`src/design/dlts_pkg.sv`:
```
// constants and types for the loopback test supervisor
package dlts_pkg;
  // ==========================================
  // register map
  localparam logic [7:0] ADDR_CTRL = 8'h00;
  localparam logic [7:0] ADDR_STATUS = 8'h04;
  localparam logic [7:0] ADDR_ERRCNT = 8'h08;
  localparam int CTRL_LOOP_BIT = 0;
  localparam int CTRL_PAT_BIT = 1;
  localparam int CTRL_INJ_BIT = 2;
  localparam logic [2:0] CTRL_RESET = 3'h0;
  // ==========================================
  // timing; clock in Hz, durations in milliseconds
  localparam int CLK_HZ = 125000000;
  localparam int MS_PER_S = 1000;
  localparam int RESTART_DATA_MS = 4 * MS_PER_S;
  localparam int RESTART_START_MS = 50 * MS_PER_S;
  localparam int RESTART_PAT_MS = 60 * MS_PER_S;
  localparam int RESTART_FAR_MS = 60 * MS_PER_S;
  localparam int PAT_TIMEOUT_MS = 45 * MS_PER_S;
  localparam int BLINK_MS = 200;
  localparam int TEST_FLASH_MS = 400;
  localparam int ERR_FLASH_MS = 50;
  localparam int MS_W = 16;
  // ==========================================
  // pattern generator, 9-stage sequence
  localparam int PRBS_W = 9;
  localparam int PRBS_TAP = 4;
  localparam logic [8:0] PRBS_SEED = 9'h1FF;
  localparam int ERRCNT_W = 16;
  // ==========================================
  // link states
  typedef enum logic [1:0] {
    ST_STARTUP,
    ST_DATA,
    ST_LOOP1,
    ST_LOOP2
  } dlts_state_e;
endpackage : dlts_pkg

```
`src/design/dlts_supervisor.sv`:
```
// link supervisor: indicators, restart timer, pattern test, loops
//
// The APB slave port and the register addresses are this design's own decisions.
`timescale 1ns/1ps
`default_nettype none

module dlts_supervisor
  import dlts_pkg::*;
#(
  parameter int MS_CYCLES = CLK_HZ / MS_PER_S
) (
  input wire logic CLK,
  input wire logic RESET,
  input wire logic PSEL,
  input wire logic PENABLE,
  input wire logic PWRITE,
  input wire logic [7:0] PADDR,
  input wire logic [31:0] PWDATA,
  output logic [31:0] PRDATA,
  output logic PREADY,
  output logic PSLVERR,
  input wire logic SW_LOOP,
  input wire logic SW_PATTERN,
  input wire logic DTE_LOOP_REQ,
  input wire logic DTE_PATTERN_REQ,
  input wire logic RATE_UNSUPPORTED,
  input wire logic DTE_TXD,
  input wire logic LINE_RXD,
  input wire logic BIT_EN,
  input wire logic FRAMER_LINE_TXD,
  input wire logic FRAMER_DTE_RXD,
  input wire logic RX_FRAMED,
  input wire logic RX_FRAME_STROBE,
  input wire logic RX_CRC_ERR,
  input wire logic MGMT_PKT_VALID,
  input wire logic FAR_END_LOOPBACK,
  output logic LINE_TXD,
  output logic DTE_RXD,
  output logic FRAMER_LINE_RXD,
  output logic FRAMER_LOOP,
  output logic LINK_RESTART,
  output logic CTS,
  output logic CD,
  output logic SPAN_UP_INDICATOR,
  output logic NO_LINK_INDICATOR,
  output logic ERROR_INDICATOR,
  output logic TEST_ACTIVE_INDICATOR,
  output logic TXD_YELLOW,
  output logic TXD_GREEN,
  output logic RXD_YELLOW,
  output logic RXD_GREEN
);

  // ==========================================
  // pin synchronisers
  localparam int NSYNC = 7;
  logic [NSYNC-1:0] pin_raw;
  logic [NSYNC-1:0] sync1_reg;
  logic [NSYNC-1:0] sync2_reg;
  assign pin_raw = {SW_LOOP, SW_PATTERN, DTE_LOOP_REQ, DTE_PATTERN_REQ,
                    RATE_UNSUPPORTED, DTE_TXD, LINE_RXD};
  genvar gi;
  generate
    for (gi = 0; gi < NSYNC; gi++) begin : g_sync
      // no reset: the strap must already be through both stages at release
      always_ff @(posedge CLK) begin
        sync1_reg[gi] <= pin_raw[gi];
        sync2_reg[gi] <= sync1_reg[gi];
      end
    end
  endgenerate
  logic sw_loop, sw_pat, dte_loop, dte_pat, rate_bad_pin, dte_txd, line_rxd;
  assign {sw_loop, sw_pat, dte_loop, dte_pat, rate_bad_pin, dte_txd,
          line_rxd} = sync2_reg;

  // ==========================================
  // apb slave, zero wait states
  logic [2:0] ctrl_reg;
  logic [ERRCNT_W-1:0] errcnt_reg;
  logic apb_wr, addr_ok;
  assign apb_wr = PSEL && PENABLE && PWRITE;
  assign addr_ok = (PADDR == ADDR_CTRL) || (PADDR == ADDR_STATUS) ||
                   (PADDR == ADDR_ERRCNT);
  assign PREADY = 1'b1;
  assign PSLVERR = PSEL && PENABLE && !addr_ok;
  always_ff @(posedge CLK) begin
    if (RESET) begin
      ctrl_reg <= CTRL_RESET;
    end else if (apb_wr && PADDR == ADDR_CTRL) begin
      ctrl_reg <= PWDATA[2:0];
    end
  end

  // ==========================================
  // requests: switch, terminal line and register are equivalent
  logic loop_req, pat_req;
  assign loop_req = sw_loop | dte_loop | ctrl_reg[CTRL_LOOP_BIT];
  assign pat_req = sw_pat | dte_pat | ctrl_reg[CTRL_PAT_BIT];

  // ==========================================
  // millisecond tick
  logic [31:0] pre_reg;
  logic ms_tick;
  assign ms_tick = (pre_reg == 32'(MS_CYCLES - 1));
  always_ff @(posedge CLK) begin
    if (RESET || ms_tick) begin
      pre_reg <= 32'h0;
    end else begin
      pre_reg <= pre_reg + 32'h1;
    end
  end

  // ==========================================
  // link state and restart timer
  dlts_state_e state_reg;
  logic [MS_W-1:0] unf_reg;
  logic [MS_W-1:0] limit;
  logic restart, linked, pat_on;
  assign linked = (state_reg == ST_DATA) || (state_reg == ST_LOOP2);
  always_comb begin
    if (pat_on) begin
      limit = MS_W'(RESTART_PAT_MS);
    end else if (FAR_END_LOOPBACK) begin
      limit = MS_W'(RESTART_FAR_MS);
    end else if (state_reg == ST_STARTUP) begin
      limit = MS_W'(RESTART_START_MS);
    end else begin
      limit = MS_W'(RESTART_DATA_MS);
    end
  end
  // any unframed stretch counts, whatever the reason for it, except in loop mode 1, where no restart is raised
  assign restart = ms_tick && (unf_reg >= limit - MS_W'(1)) &&
                   state_reg != ST_LOOP1;
  always_ff @(posedge CLK) begin
    if (RESET || restart || RX_FRAME_STROBE || RX_FRAMED) begin
      unf_reg <= '0;
    end else if (state_reg == ST_LOOP1 && !pat_on) begin
      unf_reg <= '0;
    end else if (ms_tick) begin
      unf_reg <= unf_reg + MS_W'(1);
    end
  end
  always_ff @(posedge CLK) begin
    if (RESET) begin
      LINK_RESTART <= 1'b0;
    end else begin
      LINK_RESTART <= restart;
    end
  end
  always_ff @(posedge CLK) begin
    if (RESET) begin
      state_reg <= ST_STARTUP;
    end else begin
      case (state_reg)
        ST_STARTUP: begin
          if (loop_req) begin
            state_reg <= ST_LOOP1;
          end else if (RX_FRAMED) begin
            state_reg <= ST_DATA;
          end
        end
        ST_DATA: begin
          if (restart) begin
            state_reg <= ST_STARTUP;
          end else if (loop_req) begin
            state_reg <= ST_LOOP2;
          end
        end
        ST_LOOP1: begin
          if (!loop_req) begin
            state_reg <= ST_STARTUP;
          end
        end
        ST_LOOP2: begin
          if (restart) begin
            state_reg <= ST_STARTUP;
          end else if (!loop_req) begin
            state_reg <= ST_DATA;
          end
        end
        default: state_reg <= ST_STARTUP;
      endcase
    end
  end

  // ==========================================
  // pattern generator with 45 s limit
  logic [MS_W-1:0] pat_ms_reg;
  logic timed_out_reg;
  logic [PRBS_W-1:0] gen_reg;
  logic [PRBS_W-1:0] chk_reg;
  logic gen_bit, det_in, det_err;
  // mode 2 leaves the local generator with no path
  assign pat_on = pat_req && !timed_out_reg && state_reg != ST_LOOP2;
  always_ff @(posedge CLK) begin
    if (RESET || !pat_on) begin
      pat_ms_reg <= '0;
    end else if (ms_tick) begin
      pat_ms_reg <= pat_ms_reg + MS_W'(1);
    end
  end
  always_ff @(posedge CLK) begin
    if (RESET || !pat_req) begin
      timed_out_reg <= 1'b0;
    end else if (pat_on && ms_tick &&
                 pat_ms_reg == MS_W'(PAT_TIMEOUT_MS - 1)) begin
      timed_out_reg <= 1'b1;
    end
  end
  // 511E variant flips every generated bit into an error
  assign gen_bit = gen_reg[PRBS_W-1] ^ ctrl_reg[CTRL_INJ_BIT];
  always_ff @(posedge CLK) begin
    if (RESET || !pat_on) begin
      gen_reg <= PRBS_SEED;
    end else if (BIT_EN) begin
      gen_reg <= {gen_reg[PRBS_W-2:0],
                  gen_reg[PRBS_W-1] ^ gen_reg[PRBS_TAP]};
    end
  end
  // self-synchronising checker, fed locally in mode 1
  assign det_in = (state_reg == ST_LOOP1) ? gen_bit : line_rxd;
  assign det_err = pat_on && BIT_EN &&
                   (det_in != (chk_reg[PRBS_W-1] ^ chk_reg[PRBS_TAP]));
  always_ff @(posedge CLK) begin
    if (RESET) begin
      chk_reg <= '0;
    end else if (BIT_EN) begin
      chk_reg <= {chk_reg[PRBS_W-2:0], det_in};
    end
  end
  always_ff @(posedge CLK) begin
    if (RESET || (pat_req && !pat_on && !timed_out_reg)) begin
      errcnt_reg <= '0;
    end else if (det_err && errcnt_reg != '1) begin
      errcnt_reg <= errcnt_reg + ERRCNT_W'(1);
    end
  end

  // ==========================================
  // data paths, registered on bit strobe
  always_ff @(posedge CLK) begin
    if (RESET) begin
      LINE_TXD <= 1'b1;
      DTE_RXD <= 1'b1;
      FRAMER_LINE_RXD <= 1'b1;
      FRAMER_LOOP <= 1'b0;
    end else begin
      FRAMER_LOOP <= (state_reg == ST_LOOP2);
      if (BIT_EN) begin
        FRAMER_LINE_RXD <= line_rxd;
        if (state_reg == ST_LOOP1) begin
          LINE_TXD <= 1'b1;
          DTE_RXD <= dte_txd;
        end else begin
          if (state_reg == ST_LOOP2 || FAR_END_LOOPBACK) begin
            LINE_TXD <= line_rxd;
          end else if (pat_on) begin
            LINE_TXD <= gen_bit;
          end else begin
            LINE_TXD <= FRAMER_LINE_TXD;
          end
          DTE_RXD <= FRAMER_DTE_RXD;
        end
      end
    end
  end

  // ==========================================
  // indicators and modem controls
  logic rate_bad_reg, armed_reg, blink_reg;
  logic [MS_W-1:0] blink_ms_reg;
  logic [MS_W-1:0] err_ms_reg;
  logic [MS_W-1:0] tst_ms_reg;
  // strap caught once, on the first cycle after release
  always_ff @(posedge CLK) begin
    if (RESET) begin
      armed_reg <= 1'b1;
      rate_bad_reg <= 1'b0;
    end else begin
      armed_reg <= 1'b0;
      if (armed_reg) begin
        rate_bad_reg <= rate_bad_pin;
      end
    end
  end
  always_ff @(posedge CLK) begin
    if (RESET) begin
      blink_ms_reg <= '0;
      blink_reg <= 1'b0;
    end else if (ms_tick) begin
      if (blink_ms_reg == MS_W'(BLINK_MS / 2 - 1)) begin
        blink_ms_reg <= '0;
        blink_reg <= !blink_reg;
      end else begin
        blink_ms_reg <= blink_ms_reg + MS_W'(1);
      end
    end
  end
  // a new error restarts the stretch; bursts merge into one flash
  always_ff @(posedge CLK) begin
    if (RESET) begin
      err_ms_reg <= '0;
    end else if ((RX_CRC_ERR && !pat_on) || det_err) begin
      err_ms_reg <= MS_W'(ERR_FLASH_MS);
    end else if (ms_tick && err_ms_reg != '0) begin
      err_ms_reg <= err_ms_reg - MS_W'(1);
    end
  end
  always_ff @(posedge CLK) begin
    if (RESET) begin
      tst_ms_reg <= '0;
    end else if (MGMT_PKT_VALID) begin
      tst_ms_reg <= MS_W'(TEST_FLASH_MS);
    end else if (ms_tick && tst_ms_reg != '0) begin
      tst_ms_reg <= tst_ms_reg - MS_W'(1);
    end
  end
  logic test_mode;
  assign test_mode = pat_on || timed_out_reg || FAR_END_LOOPBACK ||
                     state_reg == ST_LOOP1 || state_reg == ST_LOOP2;
  always_ff @(posedge CLK) begin
    if (RESET) begin
      SPAN_UP_INDICATOR <= 1'b0;
      NO_LINK_INDICATOR <= 1'b1;
      CTS <= 1'b0;
      CD <= 1'b0;
      ERROR_INDICATOR <= 1'b0;
      TEST_ACTIVE_INDICATOR <= 1'b0;
      TXD_YELLOW <= 1'b0;
      TXD_GREEN <= 1'b0;
      RXD_YELLOW <= 1'b0;
      RXD_GREEN <= 1'b0;
    end else begin
      SPAN_UP_INDICATOR <= linked;
      NO_LINK_INDICATOR <= !linked;
      CTS <= RX_FRAMED;
      CD <= RX_FRAMED;
      ERROR_INDICATOR <= (err_ms_reg != '0) ||
                         (rate_bad_reg && blink_reg) ||
                         (timed_out_reg && blink_reg);
      TEST_ACTIVE_INDICATOR <= test_mode || (tst_ms_reg != '0);
      TXD_YELLOW <= dte_txd;
      TXD_GREEN <= !dte_txd;
      RXD_YELLOW <= DTE_RXD;
      RXD_GREEN <= !DTE_RXD;
    end
  end

  // ==========================================
  // register reads
  always_ff @(posedge CLK) begin
    if (RESET) begin
      PRDATA <= 32'h0;
    end else if (PSEL && !PENABLE && !PWRITE) begin
      case (PADDR)
        ADDR_CTRL: PRDATA <= {29'h0, ctrl_reg};
        ADDR_STATUS: PRDATA <= {25'h0, rate_bad_reg, FAR_END_LOOPBACK,
                                timed_out_reg, pat_on, linked, state_reg};
        ADDR_ERRCNT: PRDATA <= {16'h0, errcnt_reg};
        default: PRDATA <= 32'h0;
      endcase
    end
  end
endmodule : dlts_supervisor

`default_nettype wire

```
`config.mk`:
```
export PLATFORM = sky130hd
export DESIGN_NAME = dlts_supervisor
export DESIGN_NICKNAME = d
export VERILOG_FILES = /design/src/design/dlts_pkg.sv /design/src/design/dlts_supervisor.sv
export SDC_FILE = /design/constraint.sdc
export NUM_CORES = 1
export LEC_CHECK = 0
export BUFFER_PORTS_ARGS = -buffer_cell sky130_fd_sc_hd__buf_2
export CAP_MARGIN = 25
export CORE_ASPECT_RATIO = 1.75
export CORE_MARGIN = 2
export CORE_UTILIZATION = 55
export DETAILED_ROUTE_END_ITERATION = 8
export GPL_TIMING_DRIVEN = 0
export PLACE_DENSITY = 0.78
export SLEW_MARGIN = 25
export SYNTH_ARGS = -nofsm -noshare
export SYNTH_HDL_FRONTEND = slang
export SYNTH_SLANG_ARGS = --single-unit
```
`constraint.sdc`:
```
create_clock -name CLK -period 4.36 [get_ports CLK]
set_input_delay 0.436 -clock CLK [delete_from_list [all_inputs] [get_ports CLK]]
set_output_delay 0.436 -clock CLK [all_outputs]
set_load 0.1 [all_outputs]
```
Yosys cells after proc, flatten, opt, wreduce, memory -nomap -nowiden

Cells that the tools add are included.

Bits in registers: 215
Bits in latches: 0
Bits in writable memories: 0
Bits in read-only memories: 0
Output and inout bits: 49
Word-level logic and storage cells: 164
Memories: 0

Add/subtract/negate cells: 8
$mul: 0
Div/mod/pow operators: 0
Order comparisons: 1
Eq/ne operators: 16
Shifts and indexed selects: 0
Multiplexer cells: 23
Bitwise operators: 7
Reductions and logical operators: 63

Operator list:

| operator                | number |
|---|---|
| $add A16 B1 Y16 const B | 4 |
| $mux W16                | 4 |
| $pmux W16 S3            | 1 |
| $sub A16 B1 Y16 const B | 3 |
| $add A32 B1 Y32 const B | 1 |
| $eq A32 B17 Y1 const B  | 1 |
| $reduce_bool A16 Y1     | 2 |
| $logic_and A1 B1 Y1     | 23 |
| $logic_or A1 B1 Y1      | 19 |
| $mux W9                 | 2 |
| $eq A16 B16 Y1 const B  | 1 |
| $eq A16 B7 Y1 const B   | 1 |
| $ge A16 B16 Y1          | 1 |
| $ne A16 B16 Y1 const B  | 1 |
| $mux W2                 | 7 |
| $mux W6                 | 2 |
| $logic_not A1 Y1        | 10 |
| $ne A3 B3 Y1 const B    | 3 |
| $eq A8 B3 Y1 const B    | 1 |
| $eq A8 B4 Y1 const B    | 1 |
| $logic_not A8 Y1        | 1 |
| $pmux W2 S4             | 1 |
| $mux W1                 | 6 |
| $ne A2 B2 Y1 const B    | 3 |
| other kinds (10)        | 19 |

Logic depth before layout (Yosys ltp)

Gate-level depths: netlist of run 1.

Depth in word-level cells: 13
Mapped depth: 16
Gate-level depth less buffers: 15

Worst setup path after synthesis of run 1

No wires, ideal clock.

Path kind: reg2reg
Start: reg ctrl_reg[1]
End: reg unf_reg[10]
Library setup time: 0.128 ns
Data arrival time: 3.345 ns
Data required time: 4.232 ns
Setup slack: 0.888 ns
Stages on the path, launching flop included: 16
Buffers on the path: 1
Clock period less this slack: 3.472 ns
Cells stage by stage: dfxtp_1 > nor3_1 > a211oi_1 > nor2_1 > inv_1 > or3_1 > ha_1 > xnor2_1 > ha_1 > and4_1 > a31oi_1 > a211oi_1 > o31ai_1 > a21oi_1 > clkbuf_1 > nor2_1

Cells in the longest elaborated chain, start to end: 12

Ends and longest elaborated chain:

| item                                | RTL line               | text |
|---|---|---|
| start, declared                     | dlts_supervisor.sv:78  | `logic [2:0] ctrl_reg;` |
| start signal, assigned              | dlts_supervisor.sv:90  | `ctrl_reg <= PWDATA[2:0];` |
| $or A1 B1 Y1 *                      | dlts_supervisor.sv:98  | `assign pat_req = sw_pat \| dte_pat \| ctrl_reg[CTRL_PAT_BIT];` |
| $logic_and A1 B1 Y1 * (2 in series) | dlts_supervisor.sv:194 | `assign pat_on = pat_req && !timed_out_reg && state_reg != ST_LOOP2;` |
| $mux W16                            | dlts_supervisor.sv:121 | `if (pat_on) begin` |
| $sub A16 B1 Y16                     | dlts_supervisor.sv:132 | `assign restart = ms_tick && (unf_reg >= limit - MS_W'(1)) &&` |
| $ge A16 B16 Y1                      | dlts_supervisor.sv:132 |  |
| $logic_and A1 B1 Y1 (2 in series)   | dlts_supervisor.sv:132 |  |
| $logic_or A1 B1 Y1 (3 in series)    | dlts_supervisor.sv:135 | `if (RESET \|\| restart \|\| RX_FRAME_STROBE \|\| RX_FRAMED) begin` |
| $reduce_or A2 Y1 (no line) *        | -                      |  |
| end signal, assigned                | dlts_supervisor.sv:140 | `unf_reg <= unf_reg + MS_W'(1);` |
| end, declared                       | dlts_supervisor.sv:116 | `logic [MS_W-1:0] unf_reg;` |

Every way passes the cells marked *; elsewhere a longest branch is shown, timed or not.
A chain may end at the register's enable or synchronous reset.

Worst setup path in the final report of run 1

Start: reg ctrl_reg[1]
End: reg unf_reg[9]

The elaborated chain is that of the path after synthesis.

==> results of run 1 <==
kinds of logic (layout without fill, tap and decap cells):
kind of cell             count (synthesis)  after routing  share of synthesized area, %
AND/OR/NAND/NOR                        481            481                          27.4
flip-flops                             199            199                          45.0
AO/OA/AOI/OAI                          109            109                          7.52
XOR/XNOR                               102            102                          10.1
buffers and inverters                   77            169                          4.12
multiplexers                            27             27                          3.07
adder cells (fa/ha/maj)                 19             19                          2.69
other                                    2             18                        0.0849
cell type report:
type                       count  area (µm²)
tap                          189         236
sequential                   199        3980
clock buffer                  17         425
fill                        1343        5720
inverter                      19        71.3
multi-input combinational    756        4570
timing repair buffer          60         300
buffer                        58         294
clock inverter                15         199
layout by cell type (no fill, tap or decap), types with 20 or more instances in the layout:
cell type,instances
dfxtp_1,199
nor2_1,173
nand2_1,68
buf_2,60
xnor2_1,53
xor2_1,49
nor3_1,42
nand3_1,40
a21oi_1,37
nand4_1,36
clkbuf_1,33
o21ai_0,26
mux2i_1,26
nor4_1,20
Yosys cell counts, drive strengths merged (4+ instances only):
| cell type | number | area, µm² |
|---|---|---|
| and4 | 11 | 96.3 |
| and2 | 7 | 43.8 |
| xnor2 | 53 | 464 |
| nor4 | 22 | 150 |
| nand2 | 68 | 255 |
| mux2i | 26 | 260 |
| o31ai | 7 | 52.6 |
| buf | 24 | 165 |
| or4 | 9 | 71.3 |
| inv | 19 | 71.3 |
| nand3 | 40 | 200 |
| a21oi | 38 | 190 |
| nor2 | 173 | 649 |
| o21ai | 26 | 130 |
| nor3 | 42 | 210 |
| a31oi | 7 | 43.8 |
| and3 | 10 | 62.6 |
| nor4b | 10 | 87.6 |
| or2 | 8 | 50.1 |
| or3 | 15 | 93.8 |
| nand4 | 37 | 238 |
| nand2b | 6 | 37.5 |
| clkbuf | 34 | 128 |
| ha | 19 | 238 |
| a22oi | 16 | 120 |
| xor2 | 49 | 429 |
| nor2b | 8 | 50.1 |
| nor3b | 4 | 30.0 |
| dfxtp | 199 | 3980 |
routing by layer:
layer  GRT usage [%]  share of wire, %  vias up
li1                -                 -     3708
met1            23.6                38     3558
met2            47.1                54      180
met3            4.84               3.9       58
met4            12.1               3.8        2
met5               0             0.034        -
timing repair:
action / CTS / global route
gates cloned: 0 / 0
pin swaps: 0 / 0
setup endpoints to repair: 10 / 10
hold endpoints to repair: 0 / 0
gates resized for setup: 1 / 3
final timing paths:
kind                                       start  depth (start not counted)           end
worst max-delay path                 ctrl_reg[1]                         16    unf_reg[9]
worst min-delay path            RATE_UNSUPPORTED                          1  sync1_reg[2]
worst max register to register       ctrl_reg[1]                         16    unf_reg[9]
worst min register to register      sync1_reg[4]                          0      dte_loop
metrics by stage:
| step | util (%) | total power [mW] | area [µm²] | setup TNS (ns) | hold slack [ns] |
|---|---|---|---|---|---|
| after floorplan | - | 2.14 | 8910 | 0 | 0.310 |
| after global placement | 59.8 | 2.20 | 9440 | -2.34 | 0.311 |
| after detailed placement | 59.8 | 2.21 | 9450 | -0.0121 | 0.315 |
| after CTS | 63.8 | 3.83 | 10100 | 0 | 0.0802 |
| after global routing | 63.8 | 3.93 | 10100 | 0 | 0.0747 |
| final | 63.8 | 3.82 | 10100 | 0 | 0.0869 |
where the power goes:
part / total (mW) / switching [mW] / internal, mW
Combinational: 0.307 / 0.235 / 0.0723
Clock: 1.66 / 0.818 / 0.840
Sequential: 1.86 / 0.0160 / 1.84
Total: 3.82 / 1.07 / 2.75
==> flow_summary.yaml, run 1 <==
clock_network:
  clkLatencyLatePin_ns: 0.44
  cts_made_buffers: 17
  clockRootBuffer: "clkbuf_16"
  clock-sinks: 199
  postCtsSetupBuffers: 0
  htreeDepth: 4
  cts_tree: "done"
  postCtsHoldBufs: 0
  clockBufferDepth: 2
  clk_pin_slew_ns: 0.08
grt:
  grt_pass1_vias: 7393
  grt_pass1_wl_um: 33500
  gr-total-overflow: 0
  grt.total_usage_pct: 24.2
  antenna_found_initial: 1
  grt_max_degree: 22
logic_synthesis:
  ys_warn_count: 0
  netlist_instances: 1016
  yosysSeqAreaShare_pct: 45.0
  synthDistinctLibCells: 51
  syn_avg_cell_area_um2: 8.71
  syn_area_um2: 8850
  synth_ff_type: "dfxtp_1"
  synth_edf_count: 0
  async_flop_share_pct: 0
  ys_seq_elements: 199
setup_path:
  cp.arrival_ns: 4.43
  cp.required_ns: 4.69
  cp_num_buf_inv: 3
  cp-start-kind: "flop"
  reg2reg_slack_ns: 0.26
  crit_chain: "nor3_1 > a211oi_2 > nor2_1 > inv_1 > or3_1 > inv_1 > ha_1 > xnor2_1 > ha_1 > and4_1 > a31oi_1 > a211oi_1 > o31ai_2 > a21oi_2 > clkbuf_2 > nor2_1"
  cp_max_fo: 10
  slowest_delay_ns: 0.47
  crit_type: "reg -> reg"
  critical-path-top-delay-family: "simple AND/OR/NAND/NOR gates"
  end_kind: "flop"
  slowest_stage: "nor3_1"
drt:
  drt_pre_antenna_iters: 5
  vias: 7506
  drc_errors: 0
  drt-total-wl_um: 20400
  viasPerCell: 5.72
  avgRoutedWirePerCell_um: 15.5
  drt_iter0_markers: 341
  drtAntennaViolNets: 0
final_layout:
  stdcell_count: 1313
  antenna_cells: 0
  largest_reg_flops: 32
  area_growth_pct: 14.0
  drive_gt1_share_pct: 11.7
  nNetsFinal: 1190
placement:
  port_buffers: 60
  numPlacedInstances: 1281
  dpl.hpwl_um: 14900
  post-place-ws_ns: -0.0121
  gp_congestion: 0.854
sta:
  rsz0062_at_grt: "no"
  fin_worst_skew_ns: 0.0158
  relSlewSlack_pct: 33.0
  finalSetupViolCount: 0
  worst_slack_ns: 0.261
  worst-slew-pin-transition_ns: 1.00
  fmax_ghz: 0.244
  min_period_ns: 4.10
  finalCritPeriodShare_pct: 94.0
  hold_viol: 0
  slew_violations: 0
die:
  initial_core_util_pct: 56.0
  io_pins: 109
  rows: 61
  dieArea_um2: 17200
  die_w_um: 99.9
  fp.dieH_um: 172
  coreArea_um2: 15800
run_status:
  status: "finished clean"
pwr:
  pwr_density_cell_nw_per_um2: 379
  vdd_drop_max_uv: 213
  power.leakage_nw: 3.79
min_path:
  hp-class: "in -> reg"
job:
  cap_viol_max_count: 0
Power figures use the tool's default switching activity.
==> inputs of run 2 (changes only) <==
- CORE_UTILIZATION: 55 -> 40
- PLACE_DENSITY: 0.78 -> 0.61
==> run 2 against run 1 <==
Effect of this change: die area increased by 36%; wire length barely moved; setup slack better by 0.098 ns; sequential cell count did not move; power is 1.6% lower; clock skew is 0.0055 ns lower; sequential share of layout area is 0.44 points lower; critical path type unchanged; largest cell class unchanged.
==> flow_summary.yaml, run 2 (synthesis gave the netlist of run 1 again) <==
setup_path:
  reg2reg_to: "unf_reg[9]"
  ff2ff_path_depth: 16
  cp_max_fo: 10
  end_kind: "flop"
  rr_startpoint: "ctrl_reg[1]"
  crit_type: "reg -> reg"
  cp.arrival_ns: 4.33
  cp-start-kind: "flop"
  reg2reg_slack_ns: 0.36
  cp.required_ns: 4.69
sta:
  finalSetupViolCount: 0
  tns_ns: 0
  relSlewSlack_pct: 33.6
  hold_viol: 0
  worst-slew-pin-transition_ns: 0.988
  finalCritPeriodShare_pct: 91.8
  worst_slack_ns: 0.359
  slew_violations: 0
  rsz0062_at_grt: "no"
  fin_worst_skew_ns: 0.0102
  fmax_ghz: 0.250
  min_period_ns: 4.00
die:
  die_w_um: 116
  rows: 72
  fp.dieH_um: 201
  dieArea_um2: 23400
  coreArea_um2: 21900
  io_pins: 109
  initial_core_util_pct: 40.4
grt:
  grt_max_degree: 19
  gr-usage-met1_pct: 17.9
  grt.total_usage_pct: 18.1
  gr-usage-met2_pct: 35.3
  antenna_found_initial: 0
  grtUsageMet3_pct: 3.26
  gr-total-overflow: 0
  grt_pass1_vias: 7132
  top_usage_layer: "met2"
  grt_pass1_wl_um: 33700
final_layout:
  antenna_cells: 0
  largest_reg_flops: 32
  stdcell_count: 1420
  layout_commonest_cell: "dfxtp_1"
  fin_area_um2: 10200
  layout_common_cells: "199 x dfxtp_1, 173 x nor2_1, 68 x nand2_1"
  area_growth_pct: 15.2
  drive_gt1_share_pct: 11.8
  nNetsFinal: 1190
drt:
  viasPerCell: 5.07
  drtAntennaViolNets: 0
  avgRoutedWirePerCell_um: 14.4
  drt_iter0_markers: 404
  vias: 7203
  drt_pre_antenna_iters: 5
  drc_errors: 0
  drt-total-wl_um: 20400
min_path:
  hp-class: "in -> reg"
  hp-start: "RATE_UNSUPPORTED"
  hold_depth: 1
  min_to: "sync1_reg[2]"
job:
  cap_viol_max_count: 0
pwr:
  switching_share_pct: 26.3
  p_switching_mw: 0.990
  p_clk_share_pct: 42.4
  power.leakage_nw: 3.77
  internal_power_mw: 2.77
  pwr_density_cell_nw_per_um2: 369
  pwr-share-comb_pct: 8.2
  vdd_drop_max_uv: 278
  p_seq_share_pct: 49.4
placement:
  post-place-ws_ns: -0.0701
  numPlacedInstances: 1388
  gp_congestion: 0.817
  port_buffers: 60
  dpl.hpwl_um: 15400
  placed_area_um2: 9580
clock_network:
  clkLatencyLatePin_ns: 0.45
  htreeDepth: 4
  postCtsSetupBuffers: 0
  cts_tree: "done"
  clockBufferDepth: 2
  clock-sinks: 199
  clk_pin_slew_ns: 0.07
  clockRootBuffer: "clkbuf_16"
  cts_made_buffers: 17
  postCtsHoldBufs: 0
run_status:
  status: "finished clean"
run 2: cell types whose count changed in the layout (fill, tap and decap cells not counted), sizes merged:
cell / previous run / this run
inv: 27 / 24
clkinv: 5 / 4
clkinvlp: 1 / 4
bufinv: 1 / 2
run 2: worst max-delay path by stage:
| stage | endpoint | cells past startpoint | startpoint |
|---|---|---|---|
| global placement | unf_reg[14] | 16 | ctrl_reg[1] |
| detailed placement | unf_reg[12] | 16 | ctrl_reg[1] |
| CTS | unf_reg[9] | 16 | ctrl_reg[1] |
| finish | unf_reg[9] | 16 | ctrl_reg[1] |
| floorplan | unf_reg[10] | 15 | ctrl_reg[1] |
| global route | unf_reg[8] | 16 | ctrl_reg[1] |
run 2: area by class of cell:
cell class	count	area, µm²
fillers	2186	11700
multi-input cells	756	4580
flip-flops and latches	199	3980
clock buffers	17	425
well taps	296	370
repair buffers	60	300
plain buffers	58	294
clock inverters	15	168
inverters	19	71.3
run 2: what timing repair did:
action / 4_1_cts / 5_1_grt
gates resized for setup: 1 / 4
setup endpoints to repair: 10 / 10
cloned: 0 / 0
run 2: per-stage QoR:
| step | hold slack [ns] | power, mW | util, % |
|---|---|---|---|
| 2_1_floorplan | 0.310 | 2.14 | - |
| 3_3_place_gp | 0.312 | 2.21 | 43.8 |
| 3_5_place_dp | 0.313 | 2.21 | 43.8 |
| 4_1_cts | 0.0697 | 3.81 | 46.5 |
| 5_1_grt | 0.0720 | 3.90 | 46.6 |
| 6_report | 0.0838 | 3.76 | 46.6 |
run 2: power groups by stage:
stage                     sequential, mW  clock, mW  combinational (mW)
after detailed placement            1.90          0               0.309
after floorplan                     1.95          0               0.194
after CTS                           1.86       1.64               0.310
after global placement              1.90          0               0.307
final                               1.86       1.59               0.309
after global routing                1.86       1.70               0.331
run 2: worst max-delay path, cell delays in order (launching register included):
cell and delay [ns]:
dfxtp_1 0.39, nor3_2 0.10, a211oi_2 0.65, nor2_1 0.19, inv_1 0.12, or3_1 0.15
inv_1 0.09, ha_1 0.21, xnor2_1 0.13, ha_1 0.32, and4_1 0.20, a31oi_1 0.09
a211oi_1 0.31, o31ai_2 0.18, a21oi_2 0.37, clkbuf_2 0.31, nor2_1 0.07
run 2: metal layers:
metal / vias to the layer above / routed length (µm) / share of wire [%]
li1: 3701 / - / -
met1: 3355 / 7900 / 39
met2: 113 / 11400 / 56
met3: 34 / 663 / 3.2
met4: 0 / 478 / 2.3
met5: - / 0 / 0
==> inputs of run 3 (changes only) <==
- CORE_UTILIZATION: 40 -> 30
- PLACE_DENSITY: 0.61 -> 0.49
==> run 3 against run 2 <==
Effect of this change: combinational power grew 2%; final cell count grew 6.3%; sequential power is essentially flat; worst hold slack lost 0.0061 ns; first-iteration DRC count shrank 32%; global-route usage shrank 3.4 points.
==> flow_summary.yaml, run 3 (synthesis gave the netlist of run 1 again) <==
clock_network:
  postCtsHoldBufs: 0
  clockBufferDepth: 2
  clk_pin_slew_ns: 0.08
  clkLatencyLatePin_ns: 0.46
  htreeDepth: 4
  cts_made_buffers: 17
  cts_tree: "done"
  clockRootBuffer: "clkbuf_16"
  clock-sinks: 199
drt:
  drc_errors: 0
  drt_iter0_markers: 274
  drtAntennaViolNets: 0
  drt-total-wl_um: 22100
  drt_pre_antenna_iters: 4
  vias: 7196
  viasPerCell: 4.77
  avgRoutedWirePerCell_um: 14.6
die:
  initial_core_util_pct: 30.3
  coreArea_um2: 29200
  dieArea_um2: 30900
  fp.dieH_um: 231
  rows: 83
  die_w_um: 134
  io_pins: 109
setup_path:
  end_kind: "flop"
  crit_type: "reg -> reg"
  cp.arrival_ns: 4.34
  reg2reg_to: "unf_reg[9]"
  rr_startpoint: "ctrl_reg[1]"
  crit_path_start: "ctrl_reg[1]"
  cp_max_fo: 10
  reg2reg_slack_ns: 0.35
  cp.required_ns: 4.69
  endpoint: "unf_reg[9]"
  cp-start-kind: "flop"
  ff2ff_path_depth: 18
final_layout:
  area_growth_pct: 17.3
  largest_reg_flops: 32
  drive_gt1_share_pct: 12.1
  seq_area_um2: 3980
  antenna_cells: 0
  multi_input_area_um2: 4600
  nNetsFinal: 1193
  layout_common_cells: "199 x dfxtp_1, 173 x nor2_1, 68 x nand2_1"
  layout_commonest_cell: "dfxtp_1"
  fill_cells: 3048
run_status:
  status: "finished clean"
sta:
  relSlewSlack_pct: 45.4
  finalSetupViolCount: 0
  hold_viol: 0
  worst-slew-pin-transition_ns: 0.812
  finalCritPeriodShare_pct: 91.9
  worst_slack_ns: 0.352
  fmax_ghz: 0.249
  min_period_ns: 4.01
  slew_violations: 0
  fin_worst_skew_ns: 0.0122
  rsz0062_at_grt: "no"
grt:
  grt_pass1_wl_um: 35700
  gr-usage-met1_pct: 14.7
  grtUsageMet3_pct: 3.00
  grt_pass1_vias: 7031
  grt.total_usage_pct: 14.7
  gr-total-overflow: 0
  antenna_found_initial: 0
  top_usage_layer: "met2"
  grt_max_degree: 19
  gr-usage-met2_pct: 28.2
pwr:
  power.leakage_nw: 3.80
  vdd_drop_max_uv: 246
  p_total_mw: 3.86
  p_clk_share_pct: 43.7
  switching_share_pct: 26.1
  pwr_density_cell_nw_per_um2: 372
  pwr-share-comb_pct: 8.1
  internal_power_mw: 2.85
  p_seq_share_pct: 48.2
  p_switching_mw: 1.01
min_path:
  hp-class: "in -> reg"
placement:
  post-place-ws_ns: -0.367
  gp_congestion: 0.802
  port_buffers: 60
  dpl.hpwl_um: 16600
job:
  cap_viol_max_count: 0
run 3: cell types whose count changed in the layout (fill, tap and decap cells not counted), sizes merged:
cell / before / now
bufinv: 2 / 3
clkinv: 4 / 2
clkbuf: 51 / 53
clkinvlp: 4 / 1
buf: 84 / 87
inv: 24 / 26
run 3: power groups by stage:
stage	Clock (mW)	Sequential [mW]	Combinational, mW
6_report	1.69	1.86	0.314
4_1_cts	1.75	1.86	0.316
3_5_place_dp	0	1.90	0.316
3_3_place_gp	0	1.90	0.313
2_1_floorplan	0	1.95	0.194
5_1_grt	1.81	1.86	0.336
run 3: metrics by stage:
step	setup TNS, ns	utilization (%)	hold WS, ns	std cells	cell area (µm²)
4_1_cts	0	35.5	0.0483	1507	10300
6_report	0	35.6	0.0778	1509	10400
3_5_place_dp	-3.61	33.3	0.312	1475	9710
5_1_grt	0	35.6	0.0455	1509	10400
2_1_floorplan	0	-	0.310	1032	8910
3_3_place_gp	-8.76	33.2	0.310	1474	9690
run 3: timing repair:
| item | 4_1_cts | 5_1_grt |
|---|---|---|
| setup endpoints to repair | 13 | 10 |
| setup buffers | 0 | 2 |
| resized for setup | 3 | 4 |
| pin swaps | 0 | 1 |
run 3: how the worst min path moves through the flow:
stage,start,to,slack [ns],cells past startpoint
6_report,LINE_RXD,sync1_reg[0],0.08,1
5_1_grt,LINE_RXD,sync1_reg[0],0.05,1
4_1_cts,LINE_RXD,sync1_reg[0],0.05,1
3_5_place_dp,sync1_reg[6],sw_loop,0.31,0
3_3_place_gp,sync1_reg[1],dte_txd,0.31,0
2_1_floorplan,sync1_reg[4],dte_loop,0.31,0
run 3: worst max-delay path: stages, from the launching register on:
cell and delay (ns):
dfxtp_1 0.36, nor3_4 0.29, a211oi_2 0.14, buf_4 0.20, nor2_1 0.23, inv_1 0.10, or3_1 0.37, inv_1 0.13
ha_1 0.17, xnor2_1 0.08, ha_1 0.33, and4_1 0.20, a31oi_1 0.09, a211oi_1 0.32, o31ai_2 0.09, buf_4 0.18
a21oi_4 0.24, clkbuf_2 0.28, nor2_1 0.07
run 3: area by class of cell:
| type | count | share of cell area [%] |
|---|---|---|
| multi-input combinational | 756 | 44.4 |
| tap | 382 | 4.61 |
| inverter | 19 | 0.687 |
| clock inverter | 13 | 1.75 |
| sequential | 199 | 38.4 |
| buffer | 58 | 2.83 |
| timing repair buffer | 63 | 3.11 |
| clock buffer | 19 | 4.27 |
run 3: layer usage:
layer	share of wire (%)	vias up
met1	40	3336
li1	-	3710
met4	3.0	0
met3	2.9	34
met5	0	-
met2	54	116
